`src/ctmc_pkg.sv`:
```
`default_nettype none
package ctmc_pkg;

	// ****************************************
	// timing (device clock cycles)
	// ****************************************
	localparam int unsigned CLOCK_HZ            = 10_000_000;
	localparam int unsigned DOM_TIMEOUT_CYC     = 20000;
	localparam int unsigned SILENCE_CYC         = 20000;
	localparam int unsigned BIAS_ACT_CYC        = 2000;
	localparam int unsigned PERM_DOM_CYC        = 20000;
	localparam int unsigned FAIL_FOLLOW_COUNT   = 4;
	localparam int unsigned FOLLOW_WINDOW_CYC   = 10;
	localparam int unsigned WUP_MIN_PHASE_CYC   = 5;
	localparam int unsigned WUP_MAX_GAP_CYC     = 10000;

	// ****************************************
	// levels and reset values
	// ****************************************
	localparam logic LVL_DOMINANT  = 1'b0;
	localparam logic LVL_RECESSIVE = 1'b1;

	typedef enum {
		CTMC_SLEEP,
		CTMC_BIAS,
		CTMC_READY
	} ctmc_state_t;

	typedef struct packed {
		logic transmit_path_enable;
		logic receive_path_enable;
		logic pretended_network_enable;
		logic loopback_enable;
		logic transceiver_go_ready;
		logic low_power_mode_ok;
	} ctmc_ctrl_t;

	typedef struct packed {
		logic txd_dom_flag;
		logic bus_perm_recessive_flag;
		logic bus_perm_dominant_flag;
		logic rx_line_recessive_flag;
	} ctmc_flags_t;

	localparam ctmc_flags_t FLAGS_RESET = '0;

endpackage
`default_nettype wire

```
`src/ctmc_wake_detect.sv`:
```
`default_nettype none
// ****************************************
// dominant-recessive-dominant wake pattern
// ****************************************
module ctmc_wake_detect #(
	parameter int unsigned MIN_PHASE = ctmc_pkg::WUP_MIN_PHASE_CYC,
	parameter int unsigned MAX_GAP   = ctmc_pkg::WUP_MAX_GAP_CYC
) (
	input  wire logic i_clock,
	input  wire logic i_rst_n,
	input  wire logic i_arm,
	input  wire logic i_bus,
	output logic      o_wake
);
	typedef enum {
		CTMC_W_IDLE,
		CTMC_W_DOM1,
		CTMC_W_REC,
		CTMC_W_DOM2
	} ctmc_wstate_t;

	ctmc_wstate_t wst_r;
	ctmc_wstate_t wst_nxt;
	logic [15:0]  cnt_r;
	logic         is_dom;
	logic         phase_ok;
	logic         gap_over;
	logic         wake_nxt;

	assign is_dom   = (i_bus == ctmc_pkg::LVL_DOMINANT);
	assign phase_ok = (cnt_r >= 16'(MIN_PHASE));
	assign gap_over = (cnt_r >= 16'(MAX_GAP));

	// starting from idle means bus level at entry does not matter
	always_comb begin
		wst_nxt  = wst_r;
		wake_nxt = 1'b0;
		case (wst_r)
			CTMC_W_IDLE: if (is_dom) wst_nxt = CTMC_W_DOM1;
			CTMC_W_DOM1: if (!is_dom) wst_nxt = phase_ok ? CTMC_W_REC : CTMC_W_IDLE;
			CTMC_W_REC: begin
				if (is_dom) wst_nxt = phase_ok ? CTMC_W_DOM2 : CTMC_W_DOM1;
				else if (gap_over) wst_nxt = CTMC_W_IDLE;
			end
			CTMC_W_DOM2: begin
				if (phase_ok) begin
					wake_nxt = 1'b1;
					wst_nxt  = CTMC_W_IDLE;
				end else if (!is_dom) begin
					wst_nxt = CTMC_W_REC;
				end
			end
			default: wst_nxt = CTMC_W_IDLE;
		endcase
		if (!i_arm) wst_nxt = CTMC_W_IDLE;
	end

	always_ff @(posedge i_clock or negedge i_rst_n) begin
		if (!i_rst_n) begin
			wst_r  <= CTMC_W_IDLE;
			cnt_r  <= 16'h0000;
			o_wake <= 1'b0;
		end else begin
			wst_r  <= wst_nxt;
			cnt_r  <= (wst_nxt != wst_r) ? 16'h0000 : (gap_over ? cnt_r : cnt_r + 16'h0001);
			o_wake <= wake_nxt & i_arm;
		end
	end
endmodule
`default_nettype wire

```
`src/ctmc_top.sv`:
```
`default_nettype none
// How it works
// - ready: bias on, paths from enable bits
// - bias state: sleep after silence timeout
// - bias state: transmitter off, receiver per enable
// - bias wake in standby/active: interrupt, ready
// - power-on: sleep, bias off, paths off
// - sleep wake: interrupt, ready or bias
// - auto biasing in sleep state only; bias state keeps bias on
// - wake pattern: dominant, recessive, dominant
// - wake works from either entry level
// - loopback routes transmit input to receive
// - pretended networking: messages bias, interrupt, pass
// - disabled until go-ready written one
// - failures other than bus dominant disable transmitter, never receiver
// - dominant transmit timeout latches, blocks transmitter
// - four bus follow failures latch recessive
// - bus dominant too long latches flag
// - four receive follow failures latch flag
module ctmc_top #(
	parameter int unsigned DOM_TIMEOUT = ctmc_pkg::DOM_TIMEOUT_CYC,
	parameter int unsigned SILENCE     = ctmc_pkg::SILENCE_CYC,
	parameter int unsigned BIAS_ACT    = ctmc_pkg::BIAS_ACT_CYC,
	parameter int unsigned PERM_DOM    = ctmc_pkg::PERM_DOM_CYC,
	parameter int unsigned FAIL_COUNT  = ctmc_pkg::FAIL_FOLLOW_COUNT,
	parameter int unsigned FOLLOW_WIN  = ctmc_pkg::FOLLOW_WINDOW_CYC
) (
	input  wire logic                 i_clock,
	input  wire logic                 i_nrst,
	input  wire ctmc_pkg::ctmc_ctrl_t i_ctrl,
	input  wire ctmc_pkg::ctmc_flags_t i_flag_clear,
	input  wire logic                 i_thermal_shutdown_level_one,
	input  wire logic                 i_txd,
	input  wire logic                 i_bus_rx,
	output logic                      o_rxd,
	output logic                      o_bus_tx,
	output logic                      o_tx_enabled,
	output logic                      o_rx_enabled,
	output logic                      o_bias_on,
	output logic                      o_wake_irq,
	output ctmc_pkg::ctmc_state_t     o_state,
	output ctmc_pkg::ctmc_flags_t     o_flags
);
	// ****************************************
	// reset and input synchronisers
	// ****************************************
	logic [1:0] rst_sync_r;
	logic       rst_n;
	logic [1:0] txd_sync_r;
	logic [1:0] bus_sync_r;
	logic [1:0] tsd_sync_r;
	logic       txd_s;
	logic       bus_s;
	logic       tsd_s;

	always_ff @(posedge i_clock or negedge i_nrst) begin
		if (!i_nrst) rst_sync_r <= 2'b00;
		else rst_sync_r <= {rst_sync_r[0], 1'b1};
	end
	assign rst_n = rst_sync_r[1];

	always_ff @(posedge i_clock or negedge rst_n) begin
		if (!rst_n) begin
			txd_sync_r <= 2'b11;
			bus_sync_r <= 2'b11;
			tsd_sync_r <= 2'b00;
		end else begin
			txd_sync_r <= {txd_sync_r[0], i_txd};
			bus_sync_r <= {bus_sync_r[0], i_bus_rx};
			tsd_sync_r <= {tsd_sync_r[0], i_thermal_shutdown_level_one};
		end
	end
	assign txd_s = txd_sync_r[1];
	assign bus_s = bus_sync_r[1];
	assign tsd_s = tsd_sync_r[1];

	// ****************************************
	// helpers
	// ****************************************
	function automatic logic [15:0] sat_inc(input logic [15:0] v, input logic run);
		sat_inc = !run ? 16'h0000 : ((v == 16'hffff) ? v : v + 16'h0001);
	endfunction

	function automatic logic [2:0] fail_inc(input logic [2:0] v, input logic hit, input logic ok);
		fail_inc = ok ? 3'b000 : (hit ? v + 3'b001 : v);
	endfunction

	// ****************************************
	// state machine
	// ****************************************
	ctmc_pkg::ctmc_state_t st_r;
	ctmc_pkg::ctmc_state_t st_nxt;
	logic                  enabled_r;
	logic                  wake;
	logic                  low_power;
	logic                  bus_dom;
	logic                  txd_dom;
	logic [15:0]           silence_r;
	logic [15:0]           bias_act_r;
	logic                  silence_over;
	logic                  bias_r;
	logic                  bias_nxt;
	logic                  irq_nxt;
	logic                  irq_r;

	assign bus_dom   = (bus_s == ctmc_pkg::LVL_DOMINANT);
	assign txd_dom   = (txd_s == ctmc_pkg::LVL_DOMINANT);
	assign low_power = (st_r != ctmc_pkg::CTMC_READY);
	assign silence_over = (silence_r >= 16'(SILENCE));

	// disabled until software asks for ready once
	always_ff @(posedge i_clock or negedge rst_n) begin
		if (!rst_n) enabled_r <= 1'b0;
		else if (i_ctrl.transceiver_go_ready) enabled_r <= 1'b1;
	end

	ctmc_wake_detect u_wake (
		.i_clock (i_clock),
		.i_rst_n (rst_n),
		.i_arm   (low_power),
		.i_bus   (bus_s),
		.o_wake  (wake)
	);

	always_comb begin
		st_nxt  = st_r;
		irq_nxt = 1'b0;
		case (st_r)
			ctmc_pkg::CTMC_SLEEP: begin
				if (wake) begin
					irq_nxt = 1'b1;
					st_nxt  = i_ctrl.pretended_network_enable ? ctmc_pkg::CTMC_BIAS : ctmc_pkg::CTMC_READY;
				end else if (i_ctrl.transceiver_go_ready) begin
					st_nxt = ctmc_pkg::CTMC_READY;
				end
			end
			ctmc_pkg::CTMC_BIAS: begin
				if (silence_over) begin
					st_nxt = ctmc_pkg::CTMC_SLEEP;
				end else if (wake && i_ctrl.low_power_mode_ok) begin
					irq_nxt = 1'b1;
					st_nxt  = ctmc_pkg::CTMC_READY;
				end else if (wake) begin
					irq_nxt = 1'b1;
				end
			end
			ctmc_pkg::CTMC_READY: st_nxt = ctmc_pkg::CTMC_READY;
			default: st_nxt = ctmc_pkg::CTMC_SLEEP;
		endcase
		if (!enabled_r && !i_ctrl.transceiver_go_ready && st_nxt == ctmc_pkg::CTMC_READY && !wake)
			st_nxt = st_r;
	end

	// ****************************************
	// automatic voltage biasing
	// ****************************************
	// bias pulled down after silence, restored once the bus has stayed dominant for the activation time in sleep
	assign bias_nxt = (st_nxt == ctmc_pkg::CTMC_READY) || (st_nxt == ctmc_pkg::CTMC_BIAS) ||
	                  (bias_act_r != 16'h0000 && bias_act_r >= 16'(BIAS_ACT));

	always_ff @(posedge i_clock or negedge rst_n) begin
		if (!rst_n) begin
			st_r       <= ctmc_pkg::CTMC_SLEEP;
			bias_r     <= 1'b0;
			silence_r  <= 16'h0000;
			bias_act_r <= 16'h0000;
			irq_r      <= 1'b0;
		end else begin
			st_r       <= st_nxt;
			bias_r     <= bias_nxt;
			silence_r  <= sat_inc(silence_r, st_r == ctmc_pkg::CTMC_BIAS && !bus_dom);
			bias_act_r <= sat_inc(bias_act_r, st_r == ctmc_pkg::CTMC_SLEEP && bus_dom);
			irq_r      <= irq_nxt;
		end
	end

	// ****************************************
	// error detection
	// ****************************************
	ctmc_pkg::ctmc_flags_t flags_r;
	ctmc_pkg::ctmc_flags_t flags_set;
	logic [15:0] txdom_cnt_r;
	logic [15:0] busdom_cnt_r;
	logic [7:0]  follow_cnt_r;
	logic        txd_dom_d_r;
	logic        follow_pending_r;
	logic        bus_followed_r;
	logic        rx_followed_r;
	logic [2:0]  bus_fail_r;
	logic [2:0]  rx_fail_r;
	logic        follow_end;
	logic        tx_on;
	logic        rx_on;
	logic        rxd_line;

	assign follow_end = follow_pending_r && (follow_cnt_r >= 8'(FOLLOW_WIN));

	assign flags_set.txd_dom_flag            = txdom_cnt_r >= 16'(DOM_TIMEOUT);
	// set is the miss event itself, so a clear is not undone by a stale count
	assign flags_set.bus_perm_recessive_flag = follow_end && !bus_followed_r &&
	                                           (bus_fail_r >= 3'(FAIL_COUNT - 1));
	assign flags_set.bus_perm_dominant_flag  = busdom_cnt_r >= 16'(PERM_DOM);
	assign flags_set.rx_line_recessive_flag  = follow_end && !rx_followed_r &&
	                                           (rx_fail_r >= 3'(FAIL_COUNT - 1));

	always_ff @(posedge i_clock or negedge rst_n) begin
		if (!rst_n) begin
			txdom_cnt_r      <= 16'h0000;
			busdom_cnt_r     <= 16'h0000;
			follow_cnt_r     <= 8'h00;
			txd_dom_d_r      <= 1'b0;
			follow_pending_r <= 1'b0;
			bus_followed_r   <= 1'b0;
			rx_followed_r    <= 1'b0;
			bus_fail_r       <= 3'b000;
			rx_fail_r        <= 3'b000;
			flags_r          <= ctmc_pkg::FLAGS_RESET;
		end else begin
			txd_dom_d_r  <= txd_dom;
			txdom_cnt_r  <= sat_inc(txdom_cnt_r, txd_dom && tx_on);
			busdom_cnt_r <= sat_inc(busdom_cnt_r, bus_dom);
			// loopback holds the bus recessive, so no follow check then
			if (txd_dom && !txd_dom_d_r && tx_on && !i_ctrl.loopback_enable) begin
				follow_pending_r <= 1'b1;
				follow_cnt_r     <= 8'h00;
				bus_followed_r   <= 1'b0;
				rx_followed_r    <= 1'b0;
			end else if (follow_pending_r) begin
				follow_cnt_r   <= follow_cnt_r + 8'h01;
				bus_followed_r <= bus_followed_r | bus_dom;
				rx_followed_r  <= rx_followed_r | (rxd_line == ctmc_pkg::LVL_DOMINANT);
				if (follow_end) follow_pending_r <= 1'b0;
			end
			bus_fail_r <= fail_inc(bus_fail_r, follow_end && !bus_followed_r, follow_end && bus_followed_r);
			rx_fail_r  <= fail_inc(rx_fail_r, follow_end && !rx_followed_r, follow_end && rx_followed_r);
			if (i_flag_clear.bus_perm_recessive_flag) bus_fail_r <= 3'b000;
			if (i_flag_clear.rx_line_recessive_flag) rx_fail_r <= 3'b000;
			// set beats clear in the same cycle
			flags_r <= (flags_r & ~i_flag_clear) | flags_set;
		end
	end

	// ****************************************
	// path control and outputs
	// ****************************************
	assign tx_on = enabled_r && (st_r == ctmc_pkg::CTMC_READY) && i_ctrl.transmit_path_enable &&
	               !flags_r.txd_dom_flag && !flags_r.bus_perm_recessive_flag &&
	               !flags_r.rx_line_recessive_flag && !tsd_s;
	// receiver never disabled by failures
	assign rx_on = enabled_r && (st_r != ctmc_pkg::CTMC_SLEEP) && i_ctrl.receive_path_enable;
	// pretended networking frames pass in bias state
	assign rxd_line = i_ctrl.loopback_enable ? txd_s :
	                  ((rx_on || (st_r == ctmc_pkg::CTMC_BIAS && i_ctrl.pretended_network_enable)) ? bus_s
	                  : ctmc_pkg::LVL_RECESSIVE);

	always_ff @(posedge i_clock or negedge rst_n) begin
		if (!rst_n) begin
			o_rxd        <= ctmc_pkg::LVL_RECESSIVE;
			o_bus_tx     <= ctmc_pkg::LVL_RECESSIVE;
			o_tx_enabled <= 1'b0;
			o_rx_enabled <= 1'b0;
		end else begin
			o_rxd        <= rxd_line;
			o_bus_tx     <= (tx_on && !i_ctrl.loopback_enable) ? txd_s : ctmc_pkg::LVL_RECESSIVE;
			o_tx_enabled <= tx_on;
			o_rx_enabled <= rx_on;
		end
	end

	assign o_bias_on  = bias_r;
	assign o_wake_irq = irq_r;
	assign o_state    = st_r;
	assign o_flags    = flags_r;
endmodule
`default_nettype wire

```
`config.mk`:
```
export PLATFORM = sky130hd
export DESIGN_NAME = ctmc_top
export DESIGN_NICKNAME = d
export VERILOG_FILES = /design/src/ctmc_pkg.sv /design/src/ctmc_wake_detect.sv /design/src/ctmc_top.sv
export SDC_FILE = /design/constraint.sdc
export NUM_CORES = 1
export LEC_CHECK = 0
export BUFFER_PORTS_ARGS = -buffer_cell sky130_fd_sc_hd__buf_2
export CAP_MARGIN = 10
export CORE_UTILIZATION = 64
export CTS_CLUSTER_SIZE = 8
export DETAILED_ROUTE_END_ITERATION = 8
export PLACE_DENSITY = 0.84
export REMOVE_ABC_BUFFERS = 1
export SETUP_SLACK_MARGIN = 0.2
export SLEW_MARGIN = 40
export SYNTH_ARGS = -nofsm -noshare
export SYNTH_HDL_FRONTEND = slang
export SYNTH_SLANG_ARGS = --single-unit
```
`constraint.sdc`:
```
create_clock -name i_clock -period 11.7 [get_ports i_clock]
set_input_delay 1.17 -clock i_clock [delete_from_list [all_inputs] [get_ports i_clock]]
set_output_delay 1.17 -clock i_clock [all_outputs]
set_load 0.005 [all_outputs]
```
## Word level (Yosys, flattened, before mapping)

Index checks and enable logic that the tools add are counted.

- Add/sub/neg operators: 8
- Order comparisons: 9
- Eq/ne operators: 21
- Muxes and demuxes: 51
- Bitwise logic cells: 9
- Reduce and logical (&&, ||, !) cells: 50

Operators by type and width:

| kind | count |
|---|---|
| $mux W32 | 12 |
| $eq A32 B2 Y1 const B | 5 |
| $mux W16 | 10 |
| $pmux W32 S4 | 1 |
| $eq A32 B3 Y1 const B | 3 |
| $logic_not A32 Y1 | 3 |
| $pmux W32 S3 | 1 |
| $add A16 B1 Y16 const B | 5 |
| $eq A16 B16 Y1 const B | 4 |
| $eq A32 B1 Y1 const B | 2 |
| $ge A16 B15 Y1 const B | 3 |
| $ne A32 B3 Y1 const B | 1 |
| $ne A32 B32 Y1 | 1 |
| $reduce_bool A32 Y1 | 1 |
| $logic_and A1 B1 Y1 | 28 |
| $mux W3 | 6 |
| $ge A16 B11 Y1 const B | 1 |
| $ge A16 B14 Y1 const B | 1 |
| $ge A16 B3 Y1 const B | 1 |
| $mux W8 | 2 |
| $reduce_bool A16 Y1 | 1 |
| $mux W1 | 15 |
| $logic_not A1 Y1 | 11 |
| $ne A2 B2 Y1 const B | 5 |
| other kinds (15) | 25 |

- Flip-flop bits (word level): 182
- Output and inout bits: 42

## Logic depth before layout (Yosys ltp)

Gate-level depths: netlist (run 1).

- Depth after elaboration: 11
- Depth in mapped cells: 9
- Mapped depth without buffers: 8

## Modules after synthesis

From an unflattened synthesis (run 1), not the netlist that was laid out.

- Cell total of the unflattened synthesis: 728
- Area total of the unflattened synthesis: 7935.1 um2

Modules (own cells, without submodules):

| module | times used | cells each | area each (um2) | seq. area each (um2) |
|---|---|---|---|---|
| ctmc_top | 1 | 568 | 5964.5 | 3335.7 |
| ctmc_wake_detect | 1 | 160 | 1970.6 | 1226.2 |

## Worst setup path after synthesis (run 1)

OpenSTA, ideal clock, no wires.

- Path type: register to register
- Start: register st_r[9] (netlist: o_state[9])
- End: register follow_cnt_r[1]
- Setup time: 0.139 ns
- Arrival: 2.303 ns
- Data required time: 11.561 ns
- Setup slack: 9.259 ns
- Stages on the path, launching flop included: 8
- Buffers on the path: 1
- Clock period less this slack: 2.441 ns
- Cell sequence: dfrtp_1 -> or4_4 -> nor4b_4 -> nand4b_4 -> or3_1 -> buf_6 -> nor3_4 -> a211oi_1

- Word-level cells in the longest chain between the ends: 10
- Elaborated cells on any way between the ends: 11
- Those cells by class: eq/ne: 1; mux: 1; reduce/logical: 9

Ends and longest elaborated chain:

| item | RTL line | RTL |
|---|---|---|
| from (decl) | ctmc_top.sv:91 | `ctmc_pkg::ctmc_state_t st_r;` |
| from (signal assigned) | ctmc_top.sv:163 | `st_r <= ctmc_pkg::CTMC_SLEEP;` |
| from (signal assigned) | ctmc_top.sv:169 | `st_r <= st_nxt;` |
| $eq A32 B3 Y1 (*) | ctmc_top.sv:246 | `assign tx_on = enabled_r && (st_r == ctmc_pkg::CTMC_READY) && i_ctrl.transmit_path_enable &&` |
| $logic_and A1 B1 Y1 (*) (3 in series) | ctmc_top.sv:246 |  |
| $logic_and A1 B1 Y1 (*) (2 in series) | ctmc_top.sv:247 | `!flags_r.txd_dom_flag && !flags_r.bus_perm_recessive_flag &&` |
| $logic_and A1 B1 Y1 (*) | ctmc_top.sv:248 | `!flags_r.rx_line_recessive_flag && !tsd_s;` |
| $logic_and A1 B1 Y1 (*) (2 in series) | ctmc_top.sv:223 | `if (txd_dom && !txd_dom_d_r && tx_on && !i_ctrl.loopback_enable) begin` |
| $mux W8 / $reduce_bool A2 Y1 (equally long branches) | - |  |
| to (signal assigned) | ctmc_top.sv:229 | `follow_cnt_r <= follow_cnt_r + 8'h01;` |
| to (decl) | ctmc_top.sv:184 | `logic [7:0] follow_cnt_r;` |

Every way passes the cells marked *; elsewhere a longest branch is shown, timed or not.
A chain may end at the register's enable or synchronous reset.

## Final worst setup path (run 1)

- Start: register st_r[5] (netlist: o_state[5])
- End: register follow_cnt_r[1]

The elaborated chain is that of the path after synthesis.

==> results.json, run 1 <==
{
  "outcome": "finished, violations left",
  "violations": "DRC",
  "htreeDepth": 4,
  "synth_top_cell_area_share_pct": 57.6,
  "place_inst": 949,
  "vias": 5519,
  "grt_pass1_vias": 5612,
  "final.setup_skew_ns": 0.0113,
  "combinationalPowerShare_pct": 2.2,
  "stdcell_count": 982,
  "cts_resized": 0,
  "chipHeight_um": 111,
  "area_growth_pct": 16.3,
  "fill_cells": 740,
  "clkSinkCount": 182,
  "worstSetupPathType": "flip-flop to flip-flop",
  "start_util_pct": 66.4,
  "p_int_uw": 976,
  "syn_inst": 703,
  "drv_cap": 0,
  "ant_nets": 0,
  "hold_slack_ns": 0.317,
  "grt_start_max_net_pins": 70,
  "power_switching_share_pct": 21.9,
  "routed_wl_mm": 15.1,
  "overflow": 0,
  "worst_hold_path_type": "flip-flop to asynchronous set/reset pin",
  "powerDensity_nw_per_um2": 141,
  "hold_violations": 0,
  "place.gp.congestion": 0.863,
  "wire_per_inst_um": 15.4,
  "clk_pin_slew_ns": 0.07,
  "core-area_um2": 11500,
  "cts_made_buffers": 17,
  "finalCritPeriodShare_pct": 25.4,
  "clock-root-buffer": "clkbuf_16",
  "pwr-share-seq_pct": 52.3,
  "dieArea_um2": 12400,
  "via_per_inst": 5.62,
  "critPathMaxFanout": 18,
  "synthesis.area_um2": 7650,
  "worst_slew_pin_slew_ns": 0.789,
  "cp.required_ns": 11.99,
  "hpwl_mm": 10.0,
  "leakage_nw": 3.87,
  "async_flop_share_pct": 100,
  "postSynthAreaPerCell_um2": 10.9,
  "fin_nets": 859,
  "yosysMostFrequentCell": "dfrtp_1",
  "n_antenna_cell": 0,
  "io_buffer_count": 56,
  "rows": 39,
  "synth_edf_count": 0,
  "pin_count": 57,
  "yosysSeqAreaShare_pct": 59.7,
  "netSwitchingPower_uw": 274,
  "finalCriticalPeriod_ns": 2.97,
  "clk-insertion-delay-late_ns": 0.43,
  "max_freq_mhz": 337,
  "yosys_warnings": 0,
  "ys_ff_latch": 182,
  "p_clk_share_pct": 45.5,
  "die_w_um": 111,
  "cp-start-kind": "flip-flop",
  "yosys.area.top_type": "dfrtp_1",
  "synthTopCellsByCount": "176 x dfrtp_1, 117 x nor2_1, 48 x xor2_1, 45 x nand2_1, 42 x nand3_1",
  "synthTopCellsByArea": "dfrtp_1 58%, nor2_1 5.7%, xor2_1 5.5%",
  "worstSetupEndpointType": "flip-flop",
  "drive_gt1_share_pct": 12.8,
  "cp.arrival_ns": 3.26,
  "clockBufferDepth": 2,
  "setup_viol_count_final": 0,
  "cts_tree": "built",
  "rsz0062_at_grt": "false",
  "postCtsHoldBufs": 0,
  "firstDrtPassIters": 7,
  "grt_usage_pct": 26.7,
  "postCtsSetupBuffers": 0,
  "slew_headroom_pct": 47.0,
  "grt_pass1_wl_mm": 26.0,
  "finalMaxSlewViolations": 0,
  "drc": 8,
  "synth_cell_type_count": 53,
  "drtIter0Drc": 389,
  "peakVddDrop_uv": 138,
  "yosys_most_used_dff": "dfrtp_1",
  "antenna_found_initial": 0,
  "fin_setup_tns_ns": 0
}
[power groups by stage]
stage	registers [mW]	clock network (mW)	logic (mW)
after floorplan	0.670	0	0.00646
after global placement	0.664	0	0.0267
final	0.654	0.569	0.0276
after detailed placement	0.665	0	0.0275
after CTS	0.654	0.578	0.0277
after global routing	0.656	0.600	0.0325
[registers in the layout, summed over array words and instances, names as in the netlist, 2 cells and up]
signal	count
bias_act_r	16
bus_sync_r	2
txd_sync_r	2
busdom_cnt_r	16
u_wake.cnt_r	16
txdom_cnt_r	16
rst_sync_r	2
u_wake.wst_r	32
o_state	32
follow_cnt_r	8
tsd_sync_r	2
rx_fail_r	3
silence_r	16
bus_fail_r	3
o_flags	4
[placed cells by master, fill, tap and decap left out, types with 3 or more instances in the layout]
cell type / n
a211oi_1: 6
a21oi_1: 22
a31oi_1: 4
and2_1: 3
and3_1: 10
and4_1: 6
buf_2: 56
clkbuf_16: 17
clkinvlp_4: 3
conb_1: 61
dfrtp_1: 175
dfstp_2: 6
ha_1: 18
inv_1: 25
inv_6: 5
mux2i_1: 3
nand2_1: 45
nand2b_1: 3
nand3_1: 42
nand4_1: 29
nor2_1: 117
nor3_1: 18
nor3b_1: 4
nor4_1: 22
o211ai_1: 3
o21ai_0: 13
o32ai_1: 3
or3_1: 8
or4_1: 3
xnor2_1: 19
xor2_1: 48
[metal layers]
| layer | routed length, µm | vias to the layer above | track usage (%) |
|---|---|---|---|
| li1 | - | 2644 | - |
| met1 | 6520 | 2739 | 33.9 |
| met2 | 7580 | 113 | 44.3 |
| met3 | 625 | 23 | 6.01 |
| met4 | 355 | 0 | 11.9 |
| met5 | 0 | - | 0 |
[per-stage QoR]
stage / setup slack [ns] / power [mW] / area [µm²] / utilization, %
4_1_cts: 8.61 / 1.26 / 8870 / 77.0
2_1_floorplan: 6.26 / 0.677 / 7810 / -
5_1_grt: 8.56 / 1.29 / 8890 / 77.2
3_3_place_gp: 8.80 / 0.691 / 8280 / 71.9
3_5_place_dp: 8.62 / 0.693 / 8280 / 71.9
6_report: 8.73 / 1.25 / 8890 / 77.2
[logic make-up (layout without fill, tap and decap cells)]
kind of cell / count (synthesis) / count (layout) / share of synthesized area, %
and+or+nand+nor: 322 / 322 / 21.2
adders and majority gates: 18 / 18 / 2.95
muxes: 4 / 4 / 0.540
xor gates and xnor gates: 67 / 67 / 7.67
other: 2 / 61 / 0.0982
AOI/OAI and AO/OA: 69 / 69 / 5.84
buffers and inverters: 39 / 116 / 2.03
DFF: 182 / 182 / 59.7
[cell type report]
type / instances / area (µm²) / share of cell area (%)
sequential: 182 / 4570 / 51.3
inverter: 25 / 93.8 / 1.06
multi-input combinational: 541 / 3160 / 35.5
clock inverter: 12 / 140 / 1.58
tap: 143 / 179 / 2.01
clock buffer: 20 / 447 / 5.02
timing repair buffer: 59 / 310 / 3.49
[critical path, cell delays in order (launching register included)]
cell and delay, ns:
dfrtp_1 0.39, or4_1 0.61, nor4b_4 0.45, nand4b_4 0.18
or3_1 0.66, nor3_4 0.42, a211oi_1 0.11
[worst paths after layout]
check,start,endpoint,slack (ns),depth (start not counted)
min in group i_clock,bus_sync_r[0],bus_sync_r[1],0.36,0
max reg2reg,o_state[5],follow_cnt_r[1],8.73,6
min reg2reg,rst_sync_r[1],o_state[31],0.32,0
max,o_state[5],follow_cnt_r[1],8.73,6
min,rst_sync_r[1],o_state[31],0.32,0
max in group asynchronous,rst_sync_r[1],silence_r[5],9.81,2
Power figures use the tool's default switching activity.
==> run 2: changes to the inputs <==
- CORE_UTILIZATION: 64 -> 60
- PLACE_DENSITY: 0.84 -> 0.8
- clock period: 11.7 -> 3 ns (I/O delays scaled with it)
==> results.json, run 2 (same netlist as run 1, synthesis figures left out) <==
{
  "peakVddDrop_uv": 448,
  "cp.arrival_ns": 2.95,
  "worst_hold_path_type": "primary input to flip-flop",
  "chipHeight_um": 115,
  "area_growth_pct": 19.1,
  "wire_per_inst_um": 14.8,
  "finalMaxSlewViolations": 0,
  "final_cell_mix": "175 x dfrtp_1, 117 x nor2_1, 61 x conb_1",
  "cp.required_ns": 3.35,
  "routed_wl_mm": 15.1,
  "clk_pin_slew_ns": 0.07,
  "finalCritPeriodShare_pct": 86.5,
  "p_int_mw": 3.93,
  "max_freq_mhz": 386,
  "core-area_um2": 12200,
  "clk-insertion-delay-late_ns": 0.43,
  "path_cells": "or4_4 -> nor4b_4 -> nand4b_4 -> or3_1 -> buf_4 -> or2_2",
  "dpl_worst_slack_ns": 0.411,
  "firstDrtPassIters": 5,
  "cp-start-kind": "flip-flop",
  "setup_viol_count_final": 0,
  "rsz0062_at_grt": "false",
  "slowest_delay_ns": 0.56,
  "cp_num_buf_inv": 1,
  "cts_tree": "built",
  "fin_nets": 872,
  "drc": 0,
  "slew_headroom_pct": 46.7,
  "power_mw": 4.98,
  "finalCriticalPeriod_ns": 2.59,
  "drive_gt1_share_pct": 13.7,
  "combinationalPowerShare_pct": 2.6,
  "grt_start_max_net_pins": 45,
  "place.gp.congestion": 0.838,
  "antenna_found_initial": 0,
  "pwr-share-seq_pct": 51.1,
  "final_common_cell": "dfrtp_1",
  "fin_ws_ns": 0.406,
  "htreeDepth": 4,
  "worst_slew_pin_slew_ns": 0.794,
  "clkSinkCount": 182,
  "vias": 5585,
  "hold_slack_ns": 0.0706,
  "clock-root-buffer": "clkbuf_16",
  "crit_family": "simple AND/OR/NAND/NOR gates",
  "pin_count": 57,
  "cts_made_buffers": 17,
  "worstSetupPathType": "flip-flop to flip-flop",
  "n_antenna_cell": 0,
  "hpwl_mm": 10.3,
  "overflow": 0,
  "grt_usage_pct": 25.8,
  "rows": 40,
  "powerDensity_nw_per_um2": 546,
  "cp_slowest_cell": "or4_4",
  "worstSetupEndpointType": "flip-flop",
  "io_buffer_count": 56,
  "hold_violations": 0,
  "outcome": "finished clean",
  "die_w_um": 115,
  "grt_pass1_vias": 5589,
  "grt_pass1_wl_mm": 26.1,
  "final.setup_skew_ns": 0.00957,
  "leakage_nw": 3.97,
  "via_per_inst": 5.48,
  "start_util_pct": 62.6,
  "clockBufferDepth": 2,
  "critPathMaxFanout": 17,
  "dieArea_um2": 13200,
  "drv_cap": 0,
  "netSwitchingPower_mw": 1.05,
  "ant_nets": 0,
  "drtIter0Drc": 452,
  "p_clk_share_pct": 46.2,
  "power_switching_share_pct": 21.1
}
-- run 2: changes by cell type in the layout (fill, tap and decap cells not counted), moves of 2 or more --
cell / delta
buf_12: +4
dlygate4sd3_1: +4
buf_6: -2
inv_6: -2
buf_4: +7
-- run 2: what timing repair did --
item / in CTS / in global routing
hold buffers: 4 / 0
setup buffers: 0 / 1
endpoints found under the hold margin: 5 / 0
resized for setup: 0 / 1
setup endpoints to repair: 0 / 3
-- run 2: final cells by class --
type | count | area (µm²)
fill | 844 | 3100
clock buffer | 20 | 457
multi-input combinational | 541 | 3160
timing repair buffer | 72 | 460
inverter | 25 | 93.8
sequential | 182 | 4570
clock inverter | 12 | 168
tap | 168 | 210
-- run 2: power by group through the flow --
stage | registers (mW) | clock network [mW] | logic, mW
global route | 2.55 | 2.44 | 0.151
detailed placement | 2.59 | 0 | 0.127
floorplan | 2.61 | 0 | 0.0252
global placement | 2.60 | 0 | 0.110
CTS | 2.55 | 2.34 | 0.131
finish | 2.55 | 2.30 | 0.131
-- run 2: worst paths after layout --
path	start	end	slack, ns	depth (start not counted)
worst max-delay path	o_state[9]	o_bus_tx	0.41	6
worst min-delay path	i_flag_clear[2]	bus_fail_r[0]	0.07	2
worst max register to register	o_state[9]	o_bus_tx	0.41	6
worst min register to register	rst_sync_r[1]	follow_cnt_r[3]	0.25	0
max in group asynchronous	rst_sync_r[1]	bus_sync_r[0]	1.87	2
min in group asynchronous	i_nrst	rst_sync_r[1]	0.19	2
-- run 2: per-stage QoR --
| stage | area [µm²] | std cells | setup TNS [ns] | util, % |
|---|---|---|---|---|
| 3_3_place_gp | 8400 | 982 | 0 | 68.8 |
| 6_report | 9110 | 1020 | 0 | 74.6 |
| 2_1_floorplan | 7810 | 748 | -429.94 | - |
| 4_1_cts | 9080 | 1019 | 0 | 74.4 |
| 5_1_grt | 9110 | 1020 | 0 | 74.6 |
| 3_5_place_dp | 8420 | 983 | 0 | 69.0 |
-- run 2: metal layers --
metal / vias to the layer above / routed length [µm] / global-route usage, %
met5: - / 0 / 0
li1: 2659 / - / -
met2: 154 / 7570 / 42.9
met4: 0 / 313 / 10.6
met3: 25 / 908 / 7.49
met1: 2747 / 6300 / 32.0
==> run 3: changes to the inputs <==
- CAP_MARGIN: 10 -> 5
- CTS_BUF_LIST: unset -> sky130_fd_sc_hd__clkbuf_16
==> results.json, run 3 (same netlist as run 1, synthesis figures left out) <==
{
  "outcome": "finished clean",
  "fill_cells": 850,
  "core-area_um2": 12200,
  "io_buffer_count": 56,
  "max_freq_mhz": 377,
  "cp.required_ns": 3.29,
  "cts_made_buffers": 17,
  "hold_violations": 0,
  "fin_setup_tns_ns": 0,
  "cp-start-kind": "flip-flop",
  "critPathMaxFanout": 10,
  "multi_input_area_um2": 3160,
  "drc": 0,
  "leakage_nw": 3.95,
  "regArea_um2": 4570,
  "drtIter0Drc": 432,
  "die_w_um": 115,
  "cts_tree": "built",
  "cp_slowest_cell": "or4_4",
  "fin_nets": 871,
  "grt_pass1_wl_mm": 25.7,
  "worstSetupEndpointType": "flip-flop",
  "wire_per_inst_um": 14.5,
  "clkSinkCount": 182,
  "area_growth_pct": 18.6,
  "drv_cap": 0,
  "htreeDepth": 4,
  "clockBufferDepth": 2,
  "place.gp.congestion": 0.838,
  "clk_pin_slew_ns": 0.07,
  "grt_usage_pct": 25.4,
  "firstDrtPassIters": 5,
  "fin_area_um2": 9070,
  "ant_nets": 0,
  "worstSetupPathType": "flip-flop to flip-flop",
  "rsz0062_at_grt": "false",
  "clk-insertion-delay-late_ns": 0.43,
  "rows": 40,
  "n_antenna_cell": 0,
  "cp.arrival_ns": 2.94,
  "start_util_pct": 62.6,
  "chipHeight_um": 115,
  "clock-root-buffer": "clkbuf_16",
  "hpwl_mm": 10.3,
  "finalCriticalPeriod_ns": 2.65,
  "final_cell_mix": "175 x dfrtp_1, 117 x nor2_1, 61 x conb_1",
  "drive_gt1_share_pct": 13.4,
  "slowest_delay_ns": 0.56,
  "peakVddDrop_uv": 454,
  "stdcell_count": 1019,
  "slew_headroom_pct": 47.4,
  "final_common_cell": "dfrtp_1",
  "grt_pass1_vias": 5583,
  "grt_start_max_net_pins": 45,
  "final.setup_skew_ns": 0.00858,
  "routed_wl_mm": 14.7,
  "setup_viol_count_final": 0,
  "pin_count": 57,
  "postCtsSetupBuffers": 0,
  "vias": 5567,
  "powerDensity_nw_per_um2": 542,
  "worst_hold_path_type": "primary input to flip-flop",
  "finalCritPeriodShare_pct": 88.4,
  "dieArea_um2": 13200,
  "via_per_inst": 5.46,
  "finalMaxSlewViolations": 0,
  "overflow": 0,
  "worst_slew_pin_slew_ns": 0.782,
  "path_cells": "or4_4 -> nor4b_4 -> nand4b_4 -> or3_1 -> nor3_4 -> nor2_1",
  "antenna_found_initial": 0,
  "place_inst": 983,
  "post_dp_cell_area_um2": 8420
}
[run 3: worst max-delay path, delay by kind of cell, from the launching register on]
kind          cells  cell delay [ns]
flops             1             0.39
simple gates      6             2.12
[run 3: metrics by stage]
step / hold slack [ns] / setup slack (ns) / utilization (%) / power (mW)
after floorplan: 0.00441 / -2.44 / - / 2.64
after global placement: 0.0853 / 0.490 / 68.8 / 2.71
after detailed placement: 0.0887 / 0.411 / 69.0 / 2.72
after CTS: 0.0523 / 0.359 / 74.2 / 4.96
after global routing: 0.0634 / 0.215 / 74.3 / 5.08
final: 0.0729 / 0.348 / 74.3 / 4.92
[run 3: where the power goes]
group          internal, mW  total, mW  switching, mW
Sequential             2.51       2.55         0.0351
Combinational        0.0456      0.129         0.0837
Clock                  1.32       2.24          0.925
[run 3: final timing paths]
check	start	endpoint	slack [ns]	depth (start not counted)
max	o_state[9]	follow_cnt_r[7]	0.35	6
min	i_flag_clear[2]	bus_fail_r[0]	0.07	2
max reg2reg	o_state[9]	follow_cnt_r[7]	0.35	6
min reg2reg	rst_sync_r[1]	bus_followed_r	0.26	0
max in group asynchronous	rst_sync_r[1]	bus_sync_r[0]	1.86	2
min in group asynchronous	i_nrst	rst_sync_r[1]	0.19	2
[run 3: timing repair]
item / 4_1_cts / 5_1_grt
setup endpoints to repair: 0 / 2
hold buffers: 4 / 0
resized for setup: 0 / 1
endpoints found under the hold margin: 5 / 0
[run 3: cell type report]
type,instances,share of cell area [%]
clock inverters,15,1.97
multi-input cells,541,34.8
repair buffers,71,4.86
well taps,168,2.32
flip-flops and latches,182,50.3
clock buffers,17,4.69
inverters,25,1.03
[run 3: metal layers]
layer	track usage, %	vias to the layer above	part of all wire (%)
met2	42.0	161	50
met4	8.83	0	1.6
met3	8.01	24	6.4
met1	31.7	2724	42
li1	-	2658	-
met5	0	-	0
